**config.mk**
```make
export PLATFORM = sky130hd
export DESIGN_NAME = sada_alu
export DESIGN_NICKNAME = d
export VERILOG_FILES = /design/src/core/sada_rnd_half.v /design/src/core/sada_alu.v
export VERILOG_INCLUDE_DIRS = /design/src /design/src/core
export SDC_FILE = /design/constraint.sdc
export NUM_CORES = 2
export LEC_CHECK = 0
export BUFFER_PORTS_ARGS = -buffer_cell sky130_fd_sc_hd__buf_2
export CAP_MARGIN = 20
export CORE_MARGIN = 2
export CORE_UTILIZATION = 50
export DETAILED_ROUTE_END_ITERATION = 8
export GPL_TIMING_DRIVEN = 0
export PLACE_DENSITY = 0.67
export SLEW_MARGIN = 15
export SYNTH_ARGS = -nofsm -noshare
export SYNTH_HDL_FRONTEND = slang
export SYNTH_SLANG_ARGS = --single-unit
```
**constraint.sdc**
```tcl
create_clock -name sys_clk_in -period 8.23 [get_ports sys_clk_in]
set_input_delay 1.646 -clock sys_clk_in [delete_from_list [all_inputs] [get_ports sys_clk_in]]
set_output_delay 1.646 -clock sys_clk_in [all_outputs]
set_load 0.02 [all_outputs]
```
**src/core/sada_defs.vh**
```
// constants for the scalar add/divide datapath
`ifndef SADA_DEFS_VH
`define SADA_DEFS_VH

// operation codes
`define SADA_OP_ADD_SHORT 4'h0
`define SADA_OP_ADD_LONG 4'h1
`define SADA_OP_ADD_HALF 4'h2
`define SADA_OP_PS_DOWN 4'h3
`define SADA_OP_PS_UP 4'h4
`define SADA_OP_ADDI_D 4'h5
`define SADA_OP_ADDI_P 4'h6
`define SADA_OP_ADDI_I 4'h7
`define SADA_OP_DIVS 4'h8
`define SADA_OP_DIVQ 4'h9

// arith_status_word bit positions
`define SADA_ZERO_BIT 0
`define SADA_NEG_BIT 1
`define SADA_CARRY_BIT 2
`define SADA_OVF_BIT 3
`define SADA_STICKY_BIT 4
`define SADA_QUOT_BIT 5
`define SADA_RND_BIT 6
`define SADA_STAT_W 7
`define SADA_STAT_RESET 7'h00

// register port offsets (byte addresses, four words each except status)
`define SADA_ADDR_W 8
`define SADA_OFS_INDEX 8'h00
`define SADA_OFS_LENGTH 8'h10
`define SADA_OFS_BASE 8'h20
`define SADA_OFS_STATUS 8'h30

// arithmetic constants
`define SADA_HALF_MAX 16'h7FFF
`define SADA_HALF_MIN 16'h8000
`define SADA_WORD_MAX 32'h7FFFFFFF
`define SADA_WORD_MIN 32'h80000000
`define SADA_ROUND_BIAS 16'h8000
`define SADA_PRESCALE_SH 4
`define SADA_ISTEP_SMALL 32'h00000002
`define SADA_ISTEP_LARGE 32'h00000004

`endif

```
**src/core/sada_rnd_half.v**
```verilog
// biased round and saturate of a wide sum to a half-word
`timescale 1ns/1ps
`default_nettype none
`include "sada_defs.vh"

module sada_rnd_half #(
   parameter W = 34
) (
   input wire [W-1:0] sum_in, // signed sum, radix point at bit 16
   output reg [15:0] half_out, // rounded, saturated upper half
   output reg sat_out // high when clamped
);

   reg [W:0] rnd;
   reg [W-16:0] top;

   // bias is added regardless of any rounding mode
   always @* begin
      rnd = {sum_in[W-1], sum_in} + {{(W-15){1'b0}}, `SADA_ROUND_BIAS};
      top = rnd[W:16];
      if (!top[W-16] && (top[W-16:15] != {(W-30){1'b0}})) begin
         half_out = `SADA_HALF_MAX;
         sat_out = 1'b1;
      end else if (top[W-16] && (top[W-16:15] != {(W-30){1'b1}})) begin
         half_out = `SADA_HALF_MIN;
         sat_out = 1'b1;
      end else begin
         half_out = top[15:0];
         sat_out = 1'b0;
      end
   end

endmodule // sada_rnd_half
`default_nettype wire

```
**src/core/sada_alu.v**
```verilog
// scalar add / prescale / add-immediate / divide-step datapath
`timescale 1ns/1ps
`default_nettype none
`include "sada_defs.vh"

module sada_alu (
   input wire sys_clk_in, // core clock, 10 MHz
   input wire rst_b_in, // async reset, active low
   input wire op_valid_in, // instruction issued this cycle
   input wire [3:0] op_code_in, // operation select
   input wire op_parallel_in, // issued as part of a parallel group
   input wire op_sat_in, // saturate option (long add, half add)
   input wire op_sub_in, // subtract for prescale forms
   input wire src0_hi_in, // half add: take upper half of src0
   input wire src1_hi_in, // half add: take upper half of src1
   input wire dst_hi_in, // half results: write upper half
   input wire [31:0] src0_in, // first operand / dividend / register
   input wire [31:0] src1_in, // second operand / divisor
   input wire [6:0] imm_in, // short_signed_constant
   input wire [1:0] ireg_sel_in, // index register select
   input wire istep4_in, // index step 4 instead of 2
   input wire [7:0] reg_addr_in, // register port address
   input wire [31:0] reg_wdata_in, // register port write data
   input wire reg_wr_in, // register write strobe
   input wire reg_rd_in, // register read strobe
   output reg [31:0] reg_rdata_out, // read data, cycle after strobe
   output reg res_valid_out, // one-cycle result pulse
   output reg [31:0] res_data_out, // result word
   output reg res_half_out, // result is a half-word
   output reg res_dst_hi_out, // half result goes to upper half
   output reg reject_out, // one-cycle refusal pulse
   output reg [6:0] status_out // arith_status_word
);

   // circular addressing set, deliberately without reset
   reg [31:0] index_reg [0:3];
   reg [31:0] length_reg [0:3];
   reg [31:0] base_reg [0:3];
   reg [`SADA_STAT_W-1:0] status_reg;

   reg [31:0] res_next;
   reg [`SADA_STAT_W-1:0] stat_next;
   reg [`SADA_STAT_W-1:0] stat_base;
   reg half_next;
   reg refuse;
   reg exec;
   reg iwrite;

   // intermediate values of the combinational datapath
   reg [32:0] sum33;
   reg [16:0] sum17;
   reg [15:0] ha;
   reg [15:0] hb;
   reg [15:0] hres;
   reg [31:0] imm32;
   reg [31:0] ps_a;
   reg [31:0] ps_b;
   reg [32:0] ps_dsum;
   reg [36:0] up_a;
   reg [36:0] up_b;
   reg [36:0] ps_usum;
   reg [31:0] istep;
   reg [31:0] inew;
   reg [31:0] ilimit;
   reg [15:0] dvs;
   reg [15:0] dtop;
   reg aq;
   reg ovf;

   // rounder outputs, one per prescale direction
   wire [15:0] dn_half;
   wire [15:0] up_half;
   wire dn_sat;
   wire up_sat;

   // prescale down: 33-bit sum sign-extended to 34
   sada_rnd_half #(.W(34)) u_rnd_down (
      .sum_in({ps_dsum[32], ps_dsum}),
      .half_out(dn_half),
      .sat_out(dn_sat)
   );

   // prescale up: 37-bit sum keeps every shifted bit
   sada_rnd_half #(.W(37)) u_rnd_up (
      .sum_in(ps_usum),
      .half_out(up_half),
      .sat_out(up_sat)
   );

   // parallel-issue screening
   // a refused op leaves result, flags and index registers untouched
   always @* begin
      case (op_code_in)
         `SADA_OP_ADD_SHORT: refuse = op_parallel_in;
         `SADA_OP_ADDI_D,
         `SADA_OP_ADDI_P: refuse = op_parallel_in;
         `SADA_OP_DIVS,
         `SADA_OP_DIVQ: refuse = op_parallel_in;
         `SADA_OP_ADD_LONG,
         `SADA_OP_ADD_HALF,
         `SADA_OP_PS_DOWN,
         `SADA_OP_PS_UP,
         `SADA_OP_ADDI_I: refuse = 1'b0;
         default: refuse = 1'b1; // unknown code is never executed
      endcase
      exec = op_valid_in && !refuse;
   end

   // software writes land first, so hardware-set bits win afterwards
   // bits that the op does not touch keep the written value
   always @* begin
      if (reg_wr_in && reg_addr_in == `SADA_OFS_STATUS) begin
         stat_base = reg_wdata_in[`SADA_STAT_W-1:0];
      end else begin
         stat_base = status_reg;
      end
   end

   // shared operand preparation
   always @* begin
      imm32 = {{25{imm_in[6]}}, imm_in};
      ha = src0_hi_in ? src0_in[31:16] : src0_in[15:0];
      hb = src1_hi_in ? src1_in[31:16] : src1_in[15:0];
      // arithmetic shift right by four on both operands
      ps_a = $signed(src0_in) >>> `SADA_PRESCALE_SH;
      ps_b = $signed(src1_in) >>> `SADA_PRESCALE_SH;
      if (op_sub_in) begin
         ps_dsum = {ps_a[31], ps_a} - {ps_b[31], ps_b};
      end else begin
         ps_dsum = {ps_a[31], ps_a} + {ps_b[31], ps_b};
      end
      // shift left by four into a wider sum, nothing lost
      up_a = {{1{src0_in[31]}}, src0_in, 4'h0};
      up_b = {{1{src1_in[31]}}, src1_in, 4'h0};
      if (op_sub_in) begin
         ps_usum = up_a - up_b;
      end else begin
         ps_usum = up_a + up_b;
      end
      // divisor is the low half only, upper half ignored
      dvs = src1_in[15:0];
      // index step comes from the step select, never from the constant
      istep = istep4_in ? `SADA_ISTEP_LARGE : `SADA_ISTEP_SMALL;
      inew = index_reg[ireg_sel_in] + istep;
      // limit may wrap past the top of memory; keep buffers below it
      ilimit = base_reg[ireg_sel_in] + length_reg[ireg_sel_in];
   end

   // operation datapath and flag update
   always @* begin
      res_next = 32'h00000000;
      stat_next = stat_base;
      half_next = 1'b0;
      iwrite = 1'b0;
      sum33 = 33'h000000000;
      sum17 = 17'h00000;
      hres = 16'h0000;
      dtop = 16'h0000;
      aq = 1'b0;
      ovf = 1'b0;
      case (op_code_in)
         `SADA_OP_ADD_SHORT,
         `SADA_OP_ADD_LONG,
         `SADA_OP_ADDI_D: begin
            if (op_code_in == `SADA_OP_ADDI_D) begin
               sum33 = {1'b0, src0_in} + {1'b0, imm32};
            end else begin
               sum33 = {1'b0, src0_in} + {1'b0, src1_in};
            end
            // carry and overflow come from the raw sum, even when clamped
            ovf = (src0_in[31] == (op_code_in == `SADA_OP_ADDI_D ?
                   imm32[31] : src1_in[31])) &&
                  (sum33[31] != src0_in[31]);
            res_next = sum33[31:0];
            // only the long form with the option may clamp
            if (op_code_in == `SADA_OP_ADD_LONG && op_sat_in && ovf) begin
               res_next = src0_in[31] ? `SADA_WORD_MIN : `SADA_WORD_MAX;
            end
            // flags from the written result
            stat_next[`SADA_ZERO_BIT] = (res_next == 32'h00000000);
            stat_next[`SADA_NEG_BIT] = res_next[31];
            stat_next[`SADA_CARRY_BIT] = sum33[32];
            stat_next[`SADA_OVF_BIT] = ovf;
            if (ovf) begin
               stat_next[`SADA_STICKY_BIT] = 1'b1;
            end
         end
         `SADA_OP_ADD_HALF: begin
            // carry is the carry out of the half-word adder
            sum17 = {1'b0, ha} + {1'b0, hb};
            ovf = (ha[15] == hb[15]) && (sum17[15] != ha[15]);
            hres = sum17[15:0]; // wrapped sum without saturation
            if (op_sat_in && ovf) begin
               hres = ha[15] ? `SADA_HALF_MIN : `SADA_HALF_MAX;
            end
            res_next = {16'h0000, hres};
            half_next = 1'b1;
            stat_next[`SADA_ZERO_BIT] = (hres == 16'h0000);
            stat_next[`SADA_NEG_BIT] = hres[15];
            stat_next[`SADA_CARRY_BIT] = sum17[16];
            stat_next[`SADA_OVF_BIT] = ovf;
            if (ovf) begin
               stat_next[`SADA_STICKY_BIT] = 1'b1;
            end
         end
         `SADA_OP_PS_DOWN: begin
            // rounding select bit is never consulted here
            res_next = {16'h0000, dn_half};
            half_next = 1'b1;
            stat_next[`SADA_ZERO_BIT] = (dn_half == 16'h0000);
            stat_next[`SADA_NEG_BIT] = dn_half[15];
            stat_next[`SADA_OVF_BIT] = 1'b0;
         end
         `SADA_OP_PS_UP: begin
            res_next = {16'h0000, up_half};
            half_next = 1'b1;
            stat_next[`SADA_ZERO_BIT] = (up_half == 16'h0000);
            stat_next[`SADA_NEG_BIT] = up_half[15];
            // clamping of the rounded upper half is what drives overflow
            stat_next[`SADA_OVF_BIT] = up_sat;
            if (up_sat) begin
               stat_next[`SADA_STICKY_BIT] = 1'b1;
            end
         end
         `SADA_OP_ADDI_P: begin
            // plain pointer add, flags untouched
            res_next = src0_in + imm32;
         end
         `SADA_OP_ADDI_I: begin
            // flags untouched; wrap only with a nonzero length
            iwrite = 1'b1;
            res_next = inew;
            if (length_reg[ireg_sel_in] != 32'h00000000 &&
                inew >= ilimit) begin
               res_next = inew - length_reg[ireg_sel_in];
            end
         end
         `SADA_OP_DIVS: begin
            aq = src0_in[31] ^ dvs[15];
            res_next = {src0_in[30:0], aq};
            stat_next[`SADA_QUOT_BIT] = aq;
         end
         `SADA_OP_DIVQ: begin
            // the program clears the flag first for unsigned work
            if (stat_base[`SADA_QUOT_BIT]) begin
               dtop = src0_in[31:16] + dvs;
            end else begin
               dtop = src0_in[31:16] - dvs;
            end
            // new flag from the msb of the partial remainder
            aq = dtop[15] ^ dvs[15];
            res_next = {dtop[14:0], src0_in[15:0], ~aq};
            stat_next[`SADA_QUOT_BIT] = aq;
         end
         default: begin
            res_next = 32'h00000000;
         end
      endcase
   end

   // result, flags and refusal leave together
   always @(posedge sys_clk_in or negedge rst_b_in) begin
      if (!rst_b_in) begin
         status_reg <= `SADA_STAT_RESET;
         res_valid_out <= 1'b0;
         // result word then holds until the next accepted op
         res_data_out <= 32'h00000000;
         res_half_out <= 1'b0;
         res_dst_hi_out <= 1'b0;
         reject_out <= 1'b0;
      end else begin
         res_valid_out <= exec;
         reject_out <= op_valid_in && refuse;
         if (exec) begin
            status_reg <= stat_next;
            res_data_out <= res_next;
            res_half_out <= half_next;
            res_dst_hi_out <= dst_hi_in;
         end else begin
            // refused ops still let a software status write through
            status_reg <= stat_base;
         end
      end
   end

   // status output mirrors the flag register, one copy per edge
   // a duplicate flop so the port comes straight from a register
   always @(posedge sys_clk_in or negedge rst_b_in) begin
      if (!rst_b_in) begin
         status_out <= `SADA_STAT_RESET;
      end else if (exec) begin
         status_out <= stat_next;
      end else begin
         status_out <= stat_base;
      end
   end

   // circular set: no reset branch, contents undefined until written
   // reads before a first write return unknown data
   always @(posedge sys_clk_in) begin
      if (reg_wr_in) begin
         case (reg_addr_in[7:4])
            4'h0: index_reg[reg_addr_in[3:2]] <= reg_wdata_in;
            4'h1: length_reg[reg_addr_in[3:2]] <= reg_wdata_in;
            4'h2: base_reg[reg_addr_in[3:2]] <= reg_wdata_in;
            default: ;
         endcase
      end
      // instruction update wins over a same-cycle software write
      if (exec && iwrite) begin
         index_reg[ireg_sel_in] <= res_next;
      end
   end

   // read port: data valid only in the cycle after the strobe
   // zero outside the data cycle so several ports can be or-ed
   always @(posedge sys_clk_in or negedge rst_b_in) begin
      if (!rst_b_in) begin
         reg_rdata_out <= 32'h00000000;
      end else if (reg_rd_in) begin
         if (reg_addr_in[1:0] != 2'h0) begin
            reg_rdata_out <= 32'h00000000; // unaligned reads as zero
         end else begin
            case (reg_addr_in[7:4])
               4'h0: reg_rdata_out <= index_reg[reg_addr_in[3:2]];
               4'h1: reg_rdata_out <= length_reg[reg_addr_in[3:2]];
               4'h2: reg_rdata_out <= base_reg[reg_addr_in[3:2]];
               4'h3: begin
                  if (reg_addr_in[3:2] == 2'h0) begin
                     reg_rdata_out <= {25'h0000000, status_reg};
                  end else begin
                     reg_rdata_out <= 32'h00000000;
                  end
               end
               default: reg_rdata_out <= 32'h00000000;
            endcase
         end
      end else begin
         reg_rdata_out <= 32'h00000000;
      end
   end

endmodule // sada_alu
`default_nettype wire

```
# Yosys cells after proc, flatten, opt, wreduce, memory -nomap -nowiden
# Memory sizes are Yosys's and may differ from the RTL's.
# Cells that the tools add are included.
totals:
  ff_bits: 75
  ram_bits: 384
  inputBits: 129
  output_inout_bits: 75
  word_cells: 132
  mem_count: 3
mem_list:
  columns: ["name", "depth", "width", "read_ports", "rd_clocked_by_memory_dff", "write_ports", "line_no", "text"]
  rows:
  - ["base_reg", 4, 32, 2, 0, 1, "sada_alu.v:38", "reg [31:0] base_reg [0:3];"]
  - ["index_reg", 4, 32, 2, 0, 2, "sada_alu.v:36", "reg [31:0] index_reg [0:3];"]
  - ["length_reg", 4, 32, 2, 0, 1, "sada_alu.v:37", "reg [31:0] length_reg [0:3];"]
op_classes:
  addsub: 15
  magnitude_cmp: 1
  n_eq_ne: 19
  n_mux: 52
  bitwise: 3
  n_reduce_logical: 32
op_table:
  columns: ["cell", "count"]
  rows:
  - ["$pmux W32 S8", 1]
  - ["$mux W32", 6]
  - ["$mux W16", 11]
  - ["$pmux W32 S4", 1]
  - ["$mux W33", 3]
  - ["$add A32 B32 Y33", 2]
  - ["$add A32 B32 Y32", 2]
  - ["$logic_not A16 Y1", 3]
  - ["$add A37 B17 Y38 const B", 1]
  - ["$add A36 B36 Y37", 1]
  - ["$mux W37", 1]
  - ["$sub A36 B36 Y37", 1]
  - ["$add A33 B17 Y34 const B", 1]
  - ["$add A32 B3 Y32", 1]
  - ["$ge A32 B32 Y1", 1]
  - ["$logic_not A32 Y1", 1]
  - ["$reduce_bool A32 Y1", 1]
  - ["$sub A32 B32 Y32", 1]
  - ["$add A28 B28 Y29", 1]
  - ["$sub A28 B28 Y29", 1]
  - ["$mux W1", 19]
  - ["$add A16 B16 Y17", 1]
  - ["$add A16 B16 Y16", 1]
  - ["$eq A4 B2 Y1 const B", 4]
  - ["other kinds (27)", 56]

# Depth between registers and ports, before layout
logic_depth:
  word_depth: 11
  ltp_mapped: 36
  ltp_nobuf: 28

# Hierarchy
# From an unflattened synthesis, not the netlist that was laid out.
unflattened:
  cells_unflattened: 3792
  area_unflattened_um2: 38518.2
by_module_without_submodules:
  columns: ["mod", "instances", "cells_per_inst", "area_each_um2", "seq_area_each_um2"]
  rows:
  - ["sada_alu", 1, 3522, 36785.3, 13407.9]
  - ["sada_rnd_half at u_rnd_down", 1, 148, 937.1, 0.0]
  - ["sada_rnd_half at u_rnd_up", 1, 122, 795.8, 0.0]

# Least setup slack after synthesis
# OpenSTA, ideal clock, no wires.
synth_timing:
  path_kind: "input port to flip-flop"
  startpoint: "input port ireg_sel_in[0]"
  endpoint: "memory index_reg[1][10], data pin"
  setup_time_ns: 0.260
  t_arrival_ns: 9.399
  required_time_ns: 7.970
  setup_slack_ns: -1.429
  cell_stages: 33
  n_path_buf: 8
  cell_sequence: "buf_2 buf_4 buf_6 buf_2 clkbuf_1 buf_1 buf_1 mux4_2 ha_1 a21o_1 a21oi_1 o22ai_1 a21oi_1 a21oi_1 a2111oi_0 o21ai_0 nand4_1 nand3_1 o41ai_1 o21ai_0 a21oi_1 xnor2_1 ha_1 nand4_1 nor4_1 o21ai_0 a21oi_1 buf_2 mux2i_1 o21ai_0 a2111oi_0 o221ai_2 mux2_2"
synth_lines:
  columns: ["item", "line_no", "text"]
  rows:
  - ["from (decl)", "sada_alu.v:20", "input wire [1:0] ireg_sel_in,"]
  - ["to (decl)", "sada_alu.v:36", null]

==> metrics.md <==
| Metric | Value |
|---|---|
| Outcome | finished with violations |
| Violated checks | setup timing |
| Fin cells | 4986 |
| Setup ws final | -0.182 ns |
| RSZ-0062 raised after global routing | true |
| Crit Reg-Reg Startpoint | length_reg[3][0] |
| Synth Flop Type | edfxtp_1 |
| Port buffer count | 173 |
| Initial DRC count | ~5000 |
| Num CTS Buffers | 46 |
| Antenna viol nets, final | 0 |
| Yosys reg bits | between 400 and 500 |
| CP startpoint kind | primary input |
| Final period util | 1.02 |
| Initial core utilization | 0.505 |
| Hold endpoint | res_dst_hi_out |
| Hold wc startpoint | res_dst_hi_out |
| CTS tree | done |
| Core Util, Final | 0.589 |
| CP max FO | 10 |
| GPL Wtd Cong | around 1.0 |
| Worst Path Required | between 8 and 9 ns |
| Yosys top cell by area | edfxtp_1 |
| Synth unique cells | 107 |
| Final instance area | between 40000 and 50000 um^2 |
| Antenna violations before repair | 9 |
| Worst path max stage delay | about 0.46 ns |
| Detailed-route via count | 34000 |
| Layout area overhead | 16.7% |
| Hold Path Depth | 2 |
| Drt first pass iters | 7 |
| Ports | about 200 |
| Met2 routed WL | around 63000 um |
| Syn Std Cell Area | 37600 um^2 |
| Max Clock Freq | approximately 0.12 GHz |
| Post-DP Area | roughly 40000 um^2 |
| Hold WC Path Type | reg2reg |
| Crit path time final | ~8.4 ns |
| Total Routing Usage GR | 0.364 |
| # setup viols final | 40 |
| WL final | approximately 140000 um |
| Most area-consuming cells after synthesis | edfxtp_1 (31%), mux4_2 (11%), ha_1 (8.4%) |
| Post-route DRC | 0 |
| EDFF count, synth | ~380 |
| RR Endpoint | index_reg[1][2] |
| Reg clk slew, reported paths | about 0.06 ns |
| Placed instance count | 4826 |
| Post-synth top cells | edfxtp_1 (384), nand2_1 (372), a21oi_1 (273), nor2_1 (263), ha_1 (252) |
| Total of max-cap violations | 0 |
| CP max stage cell | a2111o_1 |
| Clock Latency Late Sink | around 0.61 ns |
| Setup CP Type | in2reg |
| Largest net degree at the start of global routing | 39 |
| Row count | 100 |
| Leakage power | 16.8 nW |
| Slew margin rel. | 0.0743 |
| Via/cell ratio | about 6.8 |
| Worst-Margin Slew | 1.38 ns |
| CTS max path bufs | 3 |
| P per Cell Area | about 180 nW/um^2 |
| Die area | approximately 77000 um^2 |
| Vias in the first global route | 31700 |
| Max-slew violation count | 0 |
| Mean post-synth cell area | a little over 10 um^2 |
| Dpl ws | -3.48 ns |
| Final nets | between 4000 and 5000 |
| Sink Count | ~460 |
| CP endpoint kind | register |
| Synthesized instance count | approximately 3700 |
| Total global routing overflow | 0 |
| Worst hold margin | ~0.47 ns |
| Reg2reg setup slack | 1.00 ns |
| Post-Route M1 WL | between 50000 and 60000 um |
| Worst Clk Skew | 0.0329 ns |
| Post-synth ARST share | 0.163 |
| Arr. time, crit path | approximately 8.8 ns |
| Die W | 278 um |
| Share of cells above drive strength 1 | 0.212 |
| Hold_buf cts | 0 |
| Most numerous cell in the Yosys netlist | edfxtp_1 |
| YS warnings | 0 |
| Sequential share of the synthesized area | 0.357 |
| Global-route wire length before repair | between 200000 and 250000 um |
| CTS root buffer | clkbuf_16 |
| Core Footprint | around 74000 um^2 |
| Post-detail-place hpwl | between 100000 and 150000 um |
| Final Hold Fails | 0 |
| Routed len/inst | between 20 and 30 um |
| R2r worst-path depth | 26 |
| Met3 routed WL | 17200 um |
| H-tree depth | 2 |
| Top Metal Used | met4 |
| VDD IR max | 0.000144 V |
| Die Ht | ~280 um |
| Area share of the largest cell type after synthesis | 0.307 |
| Synthesized Nets | about 4100 |
where the power goes:
part / switching [W] / internal, W / total (W)
registers: 0.0000576 / 0.00259 / 0.00264
logic: 0.00198 / 0.00125 / 0.00323
clock network: 0.000962 / 0.00127 / 0.00223
total: 0.00300 / 0.00510 / 0.00810
worst max path at each step:
stage / startpoint / endpoint / slack (ns)
2_1_floorplan: ireg_sel_in[0] / index_reg[1][9] / 0.01
6_report: ireg_sel_in[1] / index_reg[1][2] / -0.18
3_3_place_gp: ireg_sel_in[1] / index_reg[3][6] / -3.37
3_5_place_dp: ireg_sel_in[1] / index_reg[3][6] / -3.48
4_1_cts: ireg_sel_in[0] / index_reg[3][4] / -0.02
5_1_grt: ireg_sel_in[0] / index_reg[2][9] / -0.35
cell families (layout without fill, tap and decap cells):
family / Yosys count / in the layout / synth area share
fa+ha+maj: 259 / 259 / 0.0877
other cells: 0 / 2 / 0
xor+xnor: 281 / 281 / 0.0657
buf+inv: 288 / 634 / 0.0298
compound gates: 995 / 995 / 0.174
flops: 459 / 459 / 0.357
simple gates: 1083 / 1083 / 0.138
mux: 304 / 304 / 0.147
placed cells by master, fill, tap and decap left out, types with 89 or more instances in the layout:
| cell type | Yosys | routed |
|---|---|---|
| a21o_1 | 96 | 96 |
| a21oi_1 | 273 | 251 |
| buf_2 | 13 | 180 |
| clkbuf_1 | 131 | 125 |
| edfxtp_1 | 384 | 384 |
| ha_1 | 252 | 246 |
| inv_1 | 114 | 114 |
| mux4_2 | 190 | 190 |
| nand2_1 | 372 | 363 |
| nor2_1 | 263 | 247 |
| o21ai_0 | 212 | 176 |
| xnor2_1 | 190 | 190 |
| xor2_1 | 90 | 89 |
what timing repair did:
item                       CTS  global route
pin swaps                   40            58
gates resized for setup    145           167
setup buffers               40            33
gates cloned                 0             1
setup endpoints to repair  164           153
worst max-delay path, delay by kind of cell:
kind	cells	cell delay [ns]
xor+xnor	1	0.09
buf+inv	4	0.87
fa+ha+maj	2	0.60
simple gates	4	0.88
mux	3	0.99
compound gates	15	3.64
per-stage QoR:
| stage | setup TNS, ns | power, W |
|---|---|---|
| floorplan | 0 | 0.00459 |
| finish | -4.02 | 0.00810 |
| detailed placement | -453.45 | 0.00548 |
| global placement | -438.61 | 0.00545 |
| global route | -14.74 | 0.00839 |
| CTS | -0.129 | 0.00783 |
routing by layer:
layer / vias up / GRT usage
met5: - / 0
li1: 14700 / -
met4: 0 / 0.140
met3: 390 / 0.0543
met1: 16600 / 0.526
met2: 2315 / 0.554
layout make-up:
type                    instances  area, um^2
plain buffers                 169         938
inverters                     116         435
flip-flops and latches        459       13400
repair buffers                264        1960
diodes                          2        5.00
clock buffers                  57        1270
well taps                     969        1210
fillers                      6244       30600
multi-input cells            2922       24300
clock inverters                28         309
(Power assumes the default switching activity.)
